**src/srb_defines.svh**
```systemverilog
/*
 * Offsets, field positions, reset values and sizes of the result flag and
 * buffer control block. Assumes inclusion by bare name from package and modules.
 */
`ifndef SRB_DEFINES_SVH
`define SRB_DEFINES_SVH

// ==========================================================================
// Register offsets
`define SRB_OFS_FLAGS 8'h0a
`define SRB_OFS_RSVD_ELEVEN 8'h0b
`define SRB_OFS_RSVD_TWELVE 8'h0c
`define SRB_OFS_CTL 8'h0d
`define SRB_OFS_RSVD_FOURTEEN 8'h0e

// ==========================================================================
// Result flag register fields
`define SRB_FLG_FIRST_AUX 7
`define SRB_FLG_SECOND_AUX 6
`define SRB_FLG_CELL 5
`define SRB_FLG_RSVD_HI 4
`define SRB_FLG_RSVD_LO 2
`define SRB_FLG_FIRST_THERMAL 1
`define SRB_FLG_SECOND_THERMAL 0

// ==========================================================================
// Buffer control register fields
`define SRB_CTL_ENABLE 7
`define SRB_CTL_SINGLE 6
`define SRB_CTL_TRIG_HI 5
`define SRB_CTL_TRIG_LO 3
`define SRB_CTL_RSVD 2
`define SRB_CTL_FULL 1
`define SRB_CTL_EMPTY 0

// ==========================================================================
// Reset values and sizes
`define SRB_RST_CTL 6'h00
`define SRB_RST_RSVD 8'h00
`define SRB_RST_RSVD_FLAGS 3'h0
`define SRB_RST_RSVD_FOURTEEN 8'h0f
`define SRB_TRIG_STEP 7'h08
`define SRB_CHANNELS 5
`define SRB_RESULT_W 12
`define SRB_BUF_DEPTH 64

`endif

```
**src/srb_pkg.sv**
```systemverilog
/*
 * Types shared by the result flag and buffer control block.
 * Assumes srb_defines.svh is on the include path.
 */
`include "srb_defines.svh"

package srb_pkg;
    // ======================================================================
    // Channel codes as delivered with each conversion result
    typedef enum logic [2:0] {
        SRB_FIRST_AUXILIARY_CHANNEL,
        SRB_SECOND_AUXILIARY_CHANNEL,
        SRB_CELL_VOLTAGE_PIN,
        SRB_FIRST_THERMAL_READING,
        SRB_SECOND_THERMAL_READING,
        SRB_OTHER_CHANNEL
    } srb_chan_e;
    typedef logic [`SRB_RESULT_W-1:0] srb_result_t;
    typedef logic [$clog2(`SRB_BUF_DEPTH)-1:0] srb_ptr_t;
    typedef logic [$clog2(`SRB_BUF_DEPTH):0] srb_count_t;
endpackage : srb_pkg

```
**src/srb_fifo_if.sv**
```systemverilog
/*
 * Carrier between the control block and its result FIFO.
 * Assumes one clock domain shared by both ends.
 */
interface srb_fifo_if #(
    parameter int WIDTH = 12,
    parameter int DEPTH = 64
);
    localparam int AW = $clog2(DEPTH);
    logic flush;
    logic in_valid;
    logic in_ready;
    logic [WIDTH-1:0] in_data;
    logic out_valid;
    logic out_ready;
    logic [WIDTH-1:0] out_data;
    logic [AW-1:0] wr_ptr;
    logic [AW-1:0] rd_ptr;
    logic [AW:0] count;
    logic full;
    logic empty;

    modport producer (
        output flush, in_valid, in_data, out_ready,
        input in_ready, out_valid, out_data, wr_ptr, rd_ptr, count, full, empty
    );
    modport store (
        input flush, in_valid, in_data, out_ready,
        output in_ready, out_valid, out_data, wr_ptr, rd_ptr, count, full, empty
    );
endinterface : srb_fifo_if

```
**src/srb_fifo.sv**
```systemverilog
/*
 * Flip-flop FIFO of conversion results with flush.
 * Assumes the producer holds flush while buffering is off.
 */
module srb_fifo #(
    parameter int WIDTH = 12,
    parameter int DEPTH = 64
) (
    input wire logic clock,
    input wire logic rst_n,
    srb_fifo_if.store f
);
    localparam int AW = $clog2(DEPTH);
    localparam logic [AW:0] DEPTH_C = (AW+1)'(DEPTH);

    logic [WIDTH-1:0] mem_q [DEPTH];
    logic [AW-1:0] wr_q, wr_d, rd_q, rd_d;
    logic [AW:0] cnt_q, cnt_d;
    logic push, pop;

    // ======================================================================
    // Status and handshakes
    assign f.full = (cnt_q == DEPTH_C);
    assign f.empty = (cnt_q == '0);
    // Full refuses the write so unread results are never overwritten
    assign f.in_ready = !f.full && !f.flush;
    assign f.out_valid = !f.empty && !f.flush;
    assign f.out_data = mem_q[rd_q];
    assign f.wr_ptr = wr_q;
    assign f.rd_ptr = rd_q;
    assign f.count = cnt_q;
    assign push = f.in_valid && f.in_ready;
    assign pop = f.out_ready && f.out_valid;

    // ======================================================================
    // Pointers
    always_comb begin
        wr_d = wr_q;
        rd_d = rd_q;
        cnt_d = cnt_q;
        if (f.flush) begin
            wr_d = '0;
            rd_d = '0;
            cnt_d = '0;
        end else begin
            if (push) begin
                wr_d = wr_q + AW'(1);
            end
            if (pop) begin
                rd_d = rd_q + AW'(1);
            end
            if (push && !pop) begin
                cnt_d = cnt_q + (AW+1)'(1);
            end else if (pop && !push) begin
                cnt_d = cnt_q - (AW+1)'(1);
            end
        end
    end

    always_ff @(posedge clock or negedge rst_n) begin
        if (!rst_n) begin
            wr_q <= '0;
            rd_q <= '0;
            cnt_q <= '0;
        end else begin
            wr_q <= wr_d;
            rd_q <= rd_d;
            cnt_q <= cnt_d;
        end
    end

    // ======================================================================
    // Storage, no reset needed on data
    always_ff @(posedge clock) begin
        if (push) begin
            mem_q[wr_q] <= f.in_data;
        end
    end
endmodule : srb_fifo

```
**src/srb_flag.sv**
```systemverilog
/*
 * One sticky new-data flag.
 * Assumes set and clear are one-cycle pulses on the same clock.
 */
module srb_flag (
    input wire logic clock,
    input wire logic rst_n,
    input wire logic set,
    input wire logic clear,
    output logic flag
);
    logic flag_q, flag_d;

    // ======================================================================
    // Set wins so a result landing with its own read is not lost
    always_comb begin
        flag_d = flag_q;
        if (set) begin
            flag_d = 1'b1;
        end else if (clear) begin
            flag_d = 1'b0;
        end
    end

    always_ff @(posedge clock or negedge rst_n) begin
        if (!rst_n) begin
            flag_q <= 1'b0;
        end else begin
            flag_q <= flag_d;
        end
    end

    assign flag = flag_q;
endmodule : srb_flag

```
**src/srb_result_flags.sv**
```systemverilog
/*
 * Result availability flags and result buffer control of the measurement
 * converter, with its register file reached through the serial control port.
 * Assumes the serial port decoder, the converter and the result read logic
 * all run on clock and give one-cycle strobes.
 */
// Operation
// - Bit 7 flags a new first auxiliary result until read.
// - Bit 6 flags a new second auxiliary result until read.
// - Bit 5 flags a new cell voltage result until read.
// - Bit 1 flags a new first thermal result until read.
// - Bit 0 flags a new second thermal result until read.
// - Control bit 7 enables buffering; clearing it resets all pointers.
// - Control bit 6 picks continuous (0) or single-shot (1); resets 0.
// - Bits 5 to 3 give trigger level of eight times code plus one.
// - Bit 1 reads one while 64 unread results are held.
// - Bit 0 reads one while buffer is empty; resets to one.
// - Overall new-data flag clears once all data are read.
`include "srb_defines.svh"

module srb_result_flags
    import srb_pkg::*;
(
    input wire logic clock,
    input wire logic rst_n,
    input wire logic [7:0] reg_addr,
    input wire logic reg_wr,
    input wire logic reg_rd,
    input wire logic [7:0] reg_wdata,
    output logic [7:0] reg_rdata,
    input wire logic result_valid,
    input wire srb_chan_e result_chan,
    input wire srb_result_t result_data,
    output logic result_ready,
    input wire logic [`SRB_CHANNELS-1:0] chan_read,
    output logic new_data_any,
    output logic conv_run,
    output logic buf_trigger,
    input wire logic buf_pop,
    output srb_result_t buf_data,
    output logic buf_data_valid,
    output srb_ptr_t buffer_read_pointer,
    output srb_ptr_t buffer_write_pointer,
    output srb_ptr_t buffer_trigger_pointer
);
    // ======================================================================
    // Declarations
    logic [5:0] ctl_q, ctl_d;
    logic [2:0] rsvd_flags_q, rsvd_flags_d;
    logic [7:0] rsvd11_q, rsvd11_d;
    logic [7:0] rsvd12_q, rsvd12_d;
    logic [7:0] rsvd14_q, rsvd14_d;
    logic [7:0] rdata_q, rdata_d;
    logic [7:0] rd_mux;
    logic [`SRB_CHANNELS-1:0] chan_hit;
    logic [`SRB_CHANNELS-1:0] flags;
    logic buf_en, single_shot;
    logic [2:0] trig_code;
    logic [6:0] trig_level;
    logic shot_done_q, shot_done_d;
    logic trig_q, trig_d;
    logic any_q, any_d;
    srb_ptr_t trig_ptr_q, trig_ptr_d;
    srb_result_t bdata_q, bdata_d;
    logic bvalid_q, bvalid_d;
    logic push;

    srb_fifo_if #(.WIDTH(`SRB_RESULT_W), .DEPTH(`SRB_BUF_DEPTH)) fif ();

    // ======================================================================
    // Control fields
    assign buf_en = ctl_q[`SRB_CTL_ENABLE-2];
    assign single_shot = ctl_q[`SRB_CTL_SINGLE-2];
    assign trig_code = ctl_q[`SRB_CTL_TRIG_HI-2:`SRB_CTL_TRIG_LO-2];
    // Code 0 gives 8, code 7 gives 64
    assign trig_level = 7'({1'b0, trig_code, 3'b000}) + `SRB_TRIG_STEP;

    // ======================================================================
    // Channel decode of incoming results
    always_comb begin
        chan_hit = '0;
        case (result_chan)
            SRB_FIRST_AUXILIARY_CHANNEL: begin
                chan_hit[0] = 1'b1;
            end
            SRB_SECOND_AUXILIARY_CHANNEL: begin
                chan_hit[1] = 1'b1;
            end
            SRB_CELL_VOLTAGE_PIN: begin
                chan_hit[2] = 1'b1;
            end
            SRB_FIRST_THERMAL_READING: begin
                chan_hit[3] = 1'b1;
            end
            SRB_SECOND_THERMAL_READING: begin
                chan_hit[4] = 1'b1;
            end
            default: begin
                chan_hit = '0;
            end
        endcase
    end

    // ======================================================================
    // Per-channel new-data flags
    // Flags only track direct results; in buffer mode they carry no meaning
    for (genvar i = 0; i < `SRB_CHANNELS; i++) begin : g_flag
        srb_flag u_flag (
            .clock(clock),
            .rst_n(rst_n),
            .set(result_valid && !buf_en && chan_hit[i]),
            .clear(chan_read[i]),
            .flag(flags[i])
        );
    end

    // ======================================================================
    // Overall new-data flag
    always_comb begin
        any_d = (|flags) && !buf_en;
    end

    always_ff @(posedge clock or negedge rst_n) begin
        if (!rst_n) begin
            any_q <= 1'b0;
        end else begin
            any_q <= any_d;
        end
    end

    assign new_data_any = any_q;

    // ======================================================================
    // Result buffer
    assign fif.flush = !buf_en;
    assign fif.in_valid = result_valid && buf_en;
    assign fif.in_data = result_data;
    assign fif.out_ready = buf_pop;
    // Full stalls the converter rather than dropping a result
    assign result_ready = !buf_en || fif.in_ready;
    assign push = fif.in_valid && fif.in_ready;

    srb_fifo #(.WIDTH(`SRB_RESULT_W), .DEPTH(`SRB_BUF_DEPTH)) u_fifo (
        .clock(clock),
        .rst_n(rst_n),
        .f(fif.store)
    );

    // ======================================================================
    // Trigger pointer, trigger pulse and single-shot stop
    always_comb begin
        trig_ptr_d = '0;
        trig_d = 1'b0;
        shot_done_d = shot_done_q;
        if (!buf_en) begin
            shot_done_d = 1'b0;
        end else begin
            trig_ptr_d = fif.rd_ptr + trig_level[5:0];
            if (push && (7'(fif.count) + 7'h01 == trig_level)) begin
                trig_d = 1'b1;
                if (single_shot) begin
                    shot_done_d = 1'b1;
                end
            end
        end
    end

    always_ff @(posedge clock or negedge rst_n) begin
        if (!rst_n) begin
            trig_ptr_q <= '0;
            trig_q <= 1'b0;
            shot_done_q <= 1'b0;
        end else begin
            trig_ptr_q <= trig_ptr_d;
            trig_q <= trig_d;
            shot_done_q <= shot_done_d;
        end
    end

    // Continuous mode runs until full; single-shot halts at the trigger level
    assign conv_run = buf_en && !fif.full && !shot_done_q;
    assign buf_trigger = trig_q;
    assign buffer_read_pointer = fif.rd_ptr;
    assign buffer_write_pointer = fif.wr_ptr;
    assign buffer_trigger_pointer = trig_ptr_q;

    // ======================================================================
    // Buffered result read-out
    always_comb begin
        bdata_d = bdata_q;
        bvalid_d = 1'b0;
        if (buf_pop && fif.out_valid) begin
            bdata_d = fif.out_data;
            bvalid_d = 1'b1;
        end
    end

    always_ff @(posedge clock or negedge rst_n) begin
        if (!rst_n) begin
            bdata_q <= '0;
            bvalid_q <= 1'b0;
        end else begin
            bdata_q <= bdata_d;
            bvalid_q <= bvalid_d;
        end
    end

    assign buf_data = bdata_q;
    assign buf_data_valid = bvalid_q;

    // ======================================================================
    // Register writes
    // Reserved storage is plain; software is trusted to write legal patterns
    always_comb begin
        ctl_d = ctl_q;
        rsvd_flags_d = rsvd_flags_q;
        rsvd11_d = rsvd11_q;
        rsvd12_d = rsvd12_q;
        rsvd14_d = rsvd14_q;
        if (reg_wr) begin
            if (reg_addr == `SRB_OFS_FLAGS) begin
                rsvd_flags_d = reg_wdata[`SRB_FLG_RSVD_HI:`SRB_FLG_RSVD_LO];
            end else if (reg_addr == `SRB_OFS_RSVD_ELEVEN) begin
                rsvd11_d = reg_wdata;
            end else if (reg_addr == `SRB_OFS_RSVD_TWELVE) begin
                rsvd12_d = reg_wdata;
            end else if (reg_addr == `SRB_OFS_CTL) begin
                ctl_d = reg_wdata[7:2];
            end else if (reg_addr == `SRB_OFS_RSVD_FOURTEEN) begin
                rsvd14_d = reg_wdata;
            end
        end
    end

    always_ff @(posedge clock or negedge rst_n) begin
        if (!rst_n) begin
            ctl_q <= `SRB_RST_CTL;
            rsvd_flags_q <= `SRB_RST_RSVD_FLAGS;
            rsvd11_q <= `SRB_RST_RSVD;
            rsvd12_q <= `SRB_RST_RSVD;
            rsvd14_q <= `SRB_RST_RSVD_FOURTEEN;
        end else begin
            ctl_q <= ctl_d;
            rsvd_flags_q <= rsvd_flags_d;
            rsvd11_q <= rsvd11_d;
            rsvd12_q <= rsvd12_d;
            rsvd14_q <= rsvd14_d;
        end
    end

    // ======================================================================
    // Register reads
    always_comb begin
        rd_mux = 8'h00;
        if (reg_addr == `SRB_OFS_FLAGS) begin
            rd_mux[`SRB_FLG_FIRST_AUX] = flags[0];
            rd_mux[`SRB_FLG_SECOND_AUX] = flags[1];
            rd_mux[`SRB_FLG_CELL] = flags[2];
            rd_mux[`SRB_FLG_RSVD_HI:`SRB_FLG_RSVD_LO] = rsvd_flags_q;
            rd_mux[`SRB_FLG_FIRST_THERMAL] = flags[3];
            rd_mux[`SRB_FLG_SECOND_THERMAL] = flags[4];
        end else if (reg_addr == `SRB_OFS_RSVD_ELEVEN) begin
            rd_mux = rsvd11_q;
        end else if (reg_addr == `SRB_OFS_RSVD_TWELVE) begin
            rd_mux = rsvd12_q;
        end else if (reg_addr == `SRB_OFS_CTL) begin
            rd_mux[7:2] = ctl_q;
            rd_mux[`SRB_CTL_FULL] = fif.full;
            rd_mux[`SRB_CTL_EMPTY] = fif.empty;
        end else if (reg_addr == `SRB_OFS_RSVD_FOURTEEN) begin
            rd_mux = rsvd14_q;
        end
    end

    always_comb begin
        rdata_d = rdata_q;
        if (reg_rd) begin
            rdata_d = rd_mux;
        end
    end

    always_ff @(posedge clock or negedge rst_n) begin
        if (!rst_n) begin
            rdata_q <= 8'h00;
        end else begin
            rdata_q <= rdata_d;
        end
    end

    assign reg_rdata = rdata_q;
endmodule : srb_result_flags

```
**config.mk**
```make
export PLATFORM = sky130hd
export DESIGN_NAME = srb_result_flags
export DESIGN_NICKNAME = d
export VERILOG_FILES = /design/src/srb_pkg.sv /design/src/srb_fifo_if.sv /design/src/srb_fifo.sv /design/src/srb_flag.sv /design/src/srb_result_flags.sv
export VERILOG_INCLUDE_DIRS = /design/src
export SDC_FILE = /design/constraint.sdc
export NUM_CORES = 1
export LEC_CHECK = 0
export BUFFER_PORTS_ARGS = -buffer_cell sky130_fd_sc_hd__clkbuf_2
export CORE_ASPECT_RATIO = 1.4
export CORE_MARGIN = 5
export CORE_UTILIZATION = 45
export DETAILED_ROUTE_END_ITERATION = 10
export SETUP_SLACK_MARGIN = 0.5
export SLEW_MARGIN = 5
export SYNTH_ARGS = -nofsm -noshare
export SYNTH_HDL_FRONTEND = slang
export SYNTH_HIERARCHICAL = 1
export SYNTH_SLANG_ARGS = --single-unit
```
**constraint.sdc**
```tcl
create_clock -name clock -period 5.62 [get_ports clock]
set_input_delay 0.281 -clock clock [delete_from_list [all_inputs] [get_ports clock]]
set_output_delay 0.281 -clock clock [all_outputs]
set_load 0.01 [all_outputs]
```
==> impl_metrics.ini <==
[status]
status = complete, no violations

[grt]
grtUsageMet3_pct = 2.87
antenna_found_initial = 0
top_usage_layer = met2
grt_pass1_vias = 17200
met1_usage_pct = 24.4
track_usage_pct = 19.5
grt_max_degree = 65
grt_pass1_wl_um = 117000
use_met2_pct = 35.5
grt_overflow = 0

[sta]
clock_skew_ns = 0.0143
period_minus_slack_ns = 3.95
relSlewSlack_pct = 17.1
rsz0062_at_grt = no
setup_tns_ns = 0
fmax_mhz = 253
tightestPinTransition_ns = 1.24
hold_viol = 0
layout_worst_path_cycle_share_pct = 70.3
setup_viol = 0
slew_viol_final = 0

[job]
drv_cap = 0

[clock_network]
cts_tree = done
cts_max_path_buffers = 3
cts_inserted_buffers = 80
clock_latency_ns = 0.63
postCtsSetupBuffers = 0
cts-root-buf = clkbuf_16
hold_buffers = 17
path_clk_slew_ns = 0.06
cts.repair.resized = 0
htree_levels = 3
cts_sinks = 855

[detailed_routing]
drtPass1Iterations = 6
ant_nets = 0
drt_wl_total_um = 79900
via_per_inst = 5.83
drc = 0
routedWlPerCell_um = 28.2
drt_iter0_drc = 1471
num_vias = 16500

[floorplan]
dieHeight_um = 335
start_util_pct = 45.2
die_area_sq_mm = 0.0810
io_pins = 85
coreArea_sq_mm = 0.0750
fp.dieW_um = 242
rows = 119

[layout]
drive_above_1_share_pct = 29.2
postLayoutCoreUtil_pct = 50.9
num_antenna_cells = 0
syn2layout_area_growth_pct = 12.6
nNetsFinal = 1859
layout.cells.non_filler = 2832
fillers = 5965

[logic_synthesis]
netlist_area_sq_mm = 0.0339
synth_top_area_share_pct = 68.0
async_reset_ff_share_pct = 10.2
synthFlopType = edfxtp_1
ys_seq_elements = 855
netlist_top_cells_count = 768 x edfxtp_1, 200 x mux4_2, 109 x nor2_1
seq_area_frac_synth_pct = 74.5
syn_inst = 1660
synth_area_leaders = edfxtp_1 68%, mux4_2 13%, dfrtp_1 6.1%, mux2_2 2.3%, nor2_1 1.2%
synth_cell_type_count = 61
synth_edf_count = 768
synth_fp_nets = 1714
syn_area_per_cell_sq_um = 20.4
synth_most_common_cell = edfxtp_1
yosysTopAreaCell = edfxtp_1
yosysWarningCount = 6

[critical_path]
cp.arrival_ns = 4.19
r2r-start = ctl_q[5]
crit_path_end_kind = register
crit_fanout = 16
ff2ff_path_depth = 4
crit_path_start = ctl_q[5]
critPathKind = reg -> reg
critPathRequiredTime_ns = 5.86
cp-start-kind = register

[min_path]
hold_start = result_chan[2]
min_path_type = in -> reg
hold-path-cell-count = 3

[power]
swShare_pct = 20.1
vdd_drop_max_mv = 0.211
seq_power_share_pct = 55.6
p_comb_share_pct = 2.5
intPower_mw = 10.0
switchingPower_mw = 2.52
p_total_mw = 12.5
power_density_mw_per_mm2 = 329
pwr-share-clk_pct = 41.9
leakage_nw = 12.3

[placement]
gp_congestion = 0.888
port_buffers = 84
dp.cells = 2674
dp_hpwl_um = 49200
-- final timing paths --
kind                       slack [ns]               endpoint
max                              1.67    u_fifo/mem_q[19][9]
min                              0.05  g_flag[4].u_flag/flag
max reg2reg                      1.67    u_fifo/mem_q[19][9]
min reg2reg                      0.51            rsvd12_q[6]
max in group asynchronous        4.39     u_fifo/f.rd_ptr[2]
min in group asynchronous        0.22            buf_trigger
-- critical path: stages (launching register included) --
cell and delay, ns:
dfrtp_1 0.53, inv_1 0.35, nor4_1 0.65, nand3_1 0.88
nor2_1 1.14
-- stage by stage --
step	worst slack, ns	area, sq um	hold slack, ns
finish	1.67	38200	0.0489
global route	1.46	38200	0.0548
CTS	1.70	38200	0.00644
detailed placement	1.76	35500	0.327
global placement	1.87	35500	0.317
floorplan	2.37	33900	-0.0146
-- placed cells by master, fill, tap and decap left out, types with 12 or more instances in the layout --
cell type	netlist	final
clkbuf_2	0	83
mux4_2	200	200
buf_4	6	45
mux2i_1	33	33
nor2_1	109	109
o22ai_1	16	16
nand3_1	12	12
clkinv_2	0	15
a22oi_1	36	36
dfrtp_1	83	80
edfxtp_1	768	768
clkinv_1	0	18
clkbuf_16	0	82
dlygate4sd3_1	0	17
nor3_1	15	15
mux2_2	69	69
inv_1	25	25
a21oi_1	14	14
o21ai_0	12	12
nand2_1	41	41
-- layout make-up --
cell class / instances / area [sq um] / share of cell area (%)
multi-input cells: 692 / 8050 / 21.1
clock inverters: 47 / 405 / 1.06
clock buffers: 94 / 2110 / 5.54
flip-flops and latches: 855 / 25300 / 66.2
inverters: 25 / 93.8 / 0.246
well taps: 968 / 1210 / 3.17
repair buffers: 151 / 1040 / 2.73
-- registers in the layout, summed over array words and instances (netlist names) --
signal                  cells
buf_trigger                 1
reg_rdata                   8
buffer_trigger_pointer      6
new_data_any                1
shot_done_q                 1
rsvd12_q                    8
rsvd_flags_q                3
rsvd14_q                    8
buf_data                   12
ctl_q                       6
u_fifo/f.count              7
g_flag.u_flag/flag          5
buf_data_valid              1
rsvd11_q                    8
u_fifo/f.rd_ptr             6
u_fifo/mem_q              768
u_fifo/f.wr_ptr             6
-- per-layer routing --
metal | wire length [um] | share of wire [%]
met1 | 30800 | 39
met2 | 43100 | 54
met3 | 4170 | 5.2
met4 | 1840 | 2.3
met5 | 0 | 0
-- cells by family (layout without fill, tap and decap cells) --
group / Yosys count / in the layout / share of synthesized area (%)
xor+xnor: 21 / 21 / 0.609
buf+inv: 113 / 317 / 1.78
compound gates: 125 / 125 / 2.81
fa+ha+maj: 12 / 12 / 0.487
flops: 855 / 855 / 74.5
simple gates: 231 / 231 / 3.26
mux: 303 / 303 / 16.6
-- power groups by stage --
stage                     registers, mW  clock network [mW]  logic, mW
after global routing               6.97                5.62      0.340
after floorplan                    7.10                   0      0.121
after CTS                          6.98                5.37      0.320
after detailed placement           7.11                   0      0.311
final                              6.98                5.26      0.313
after global placement             7.11                   0      0.300
Power figures use the tool's default switching activity.
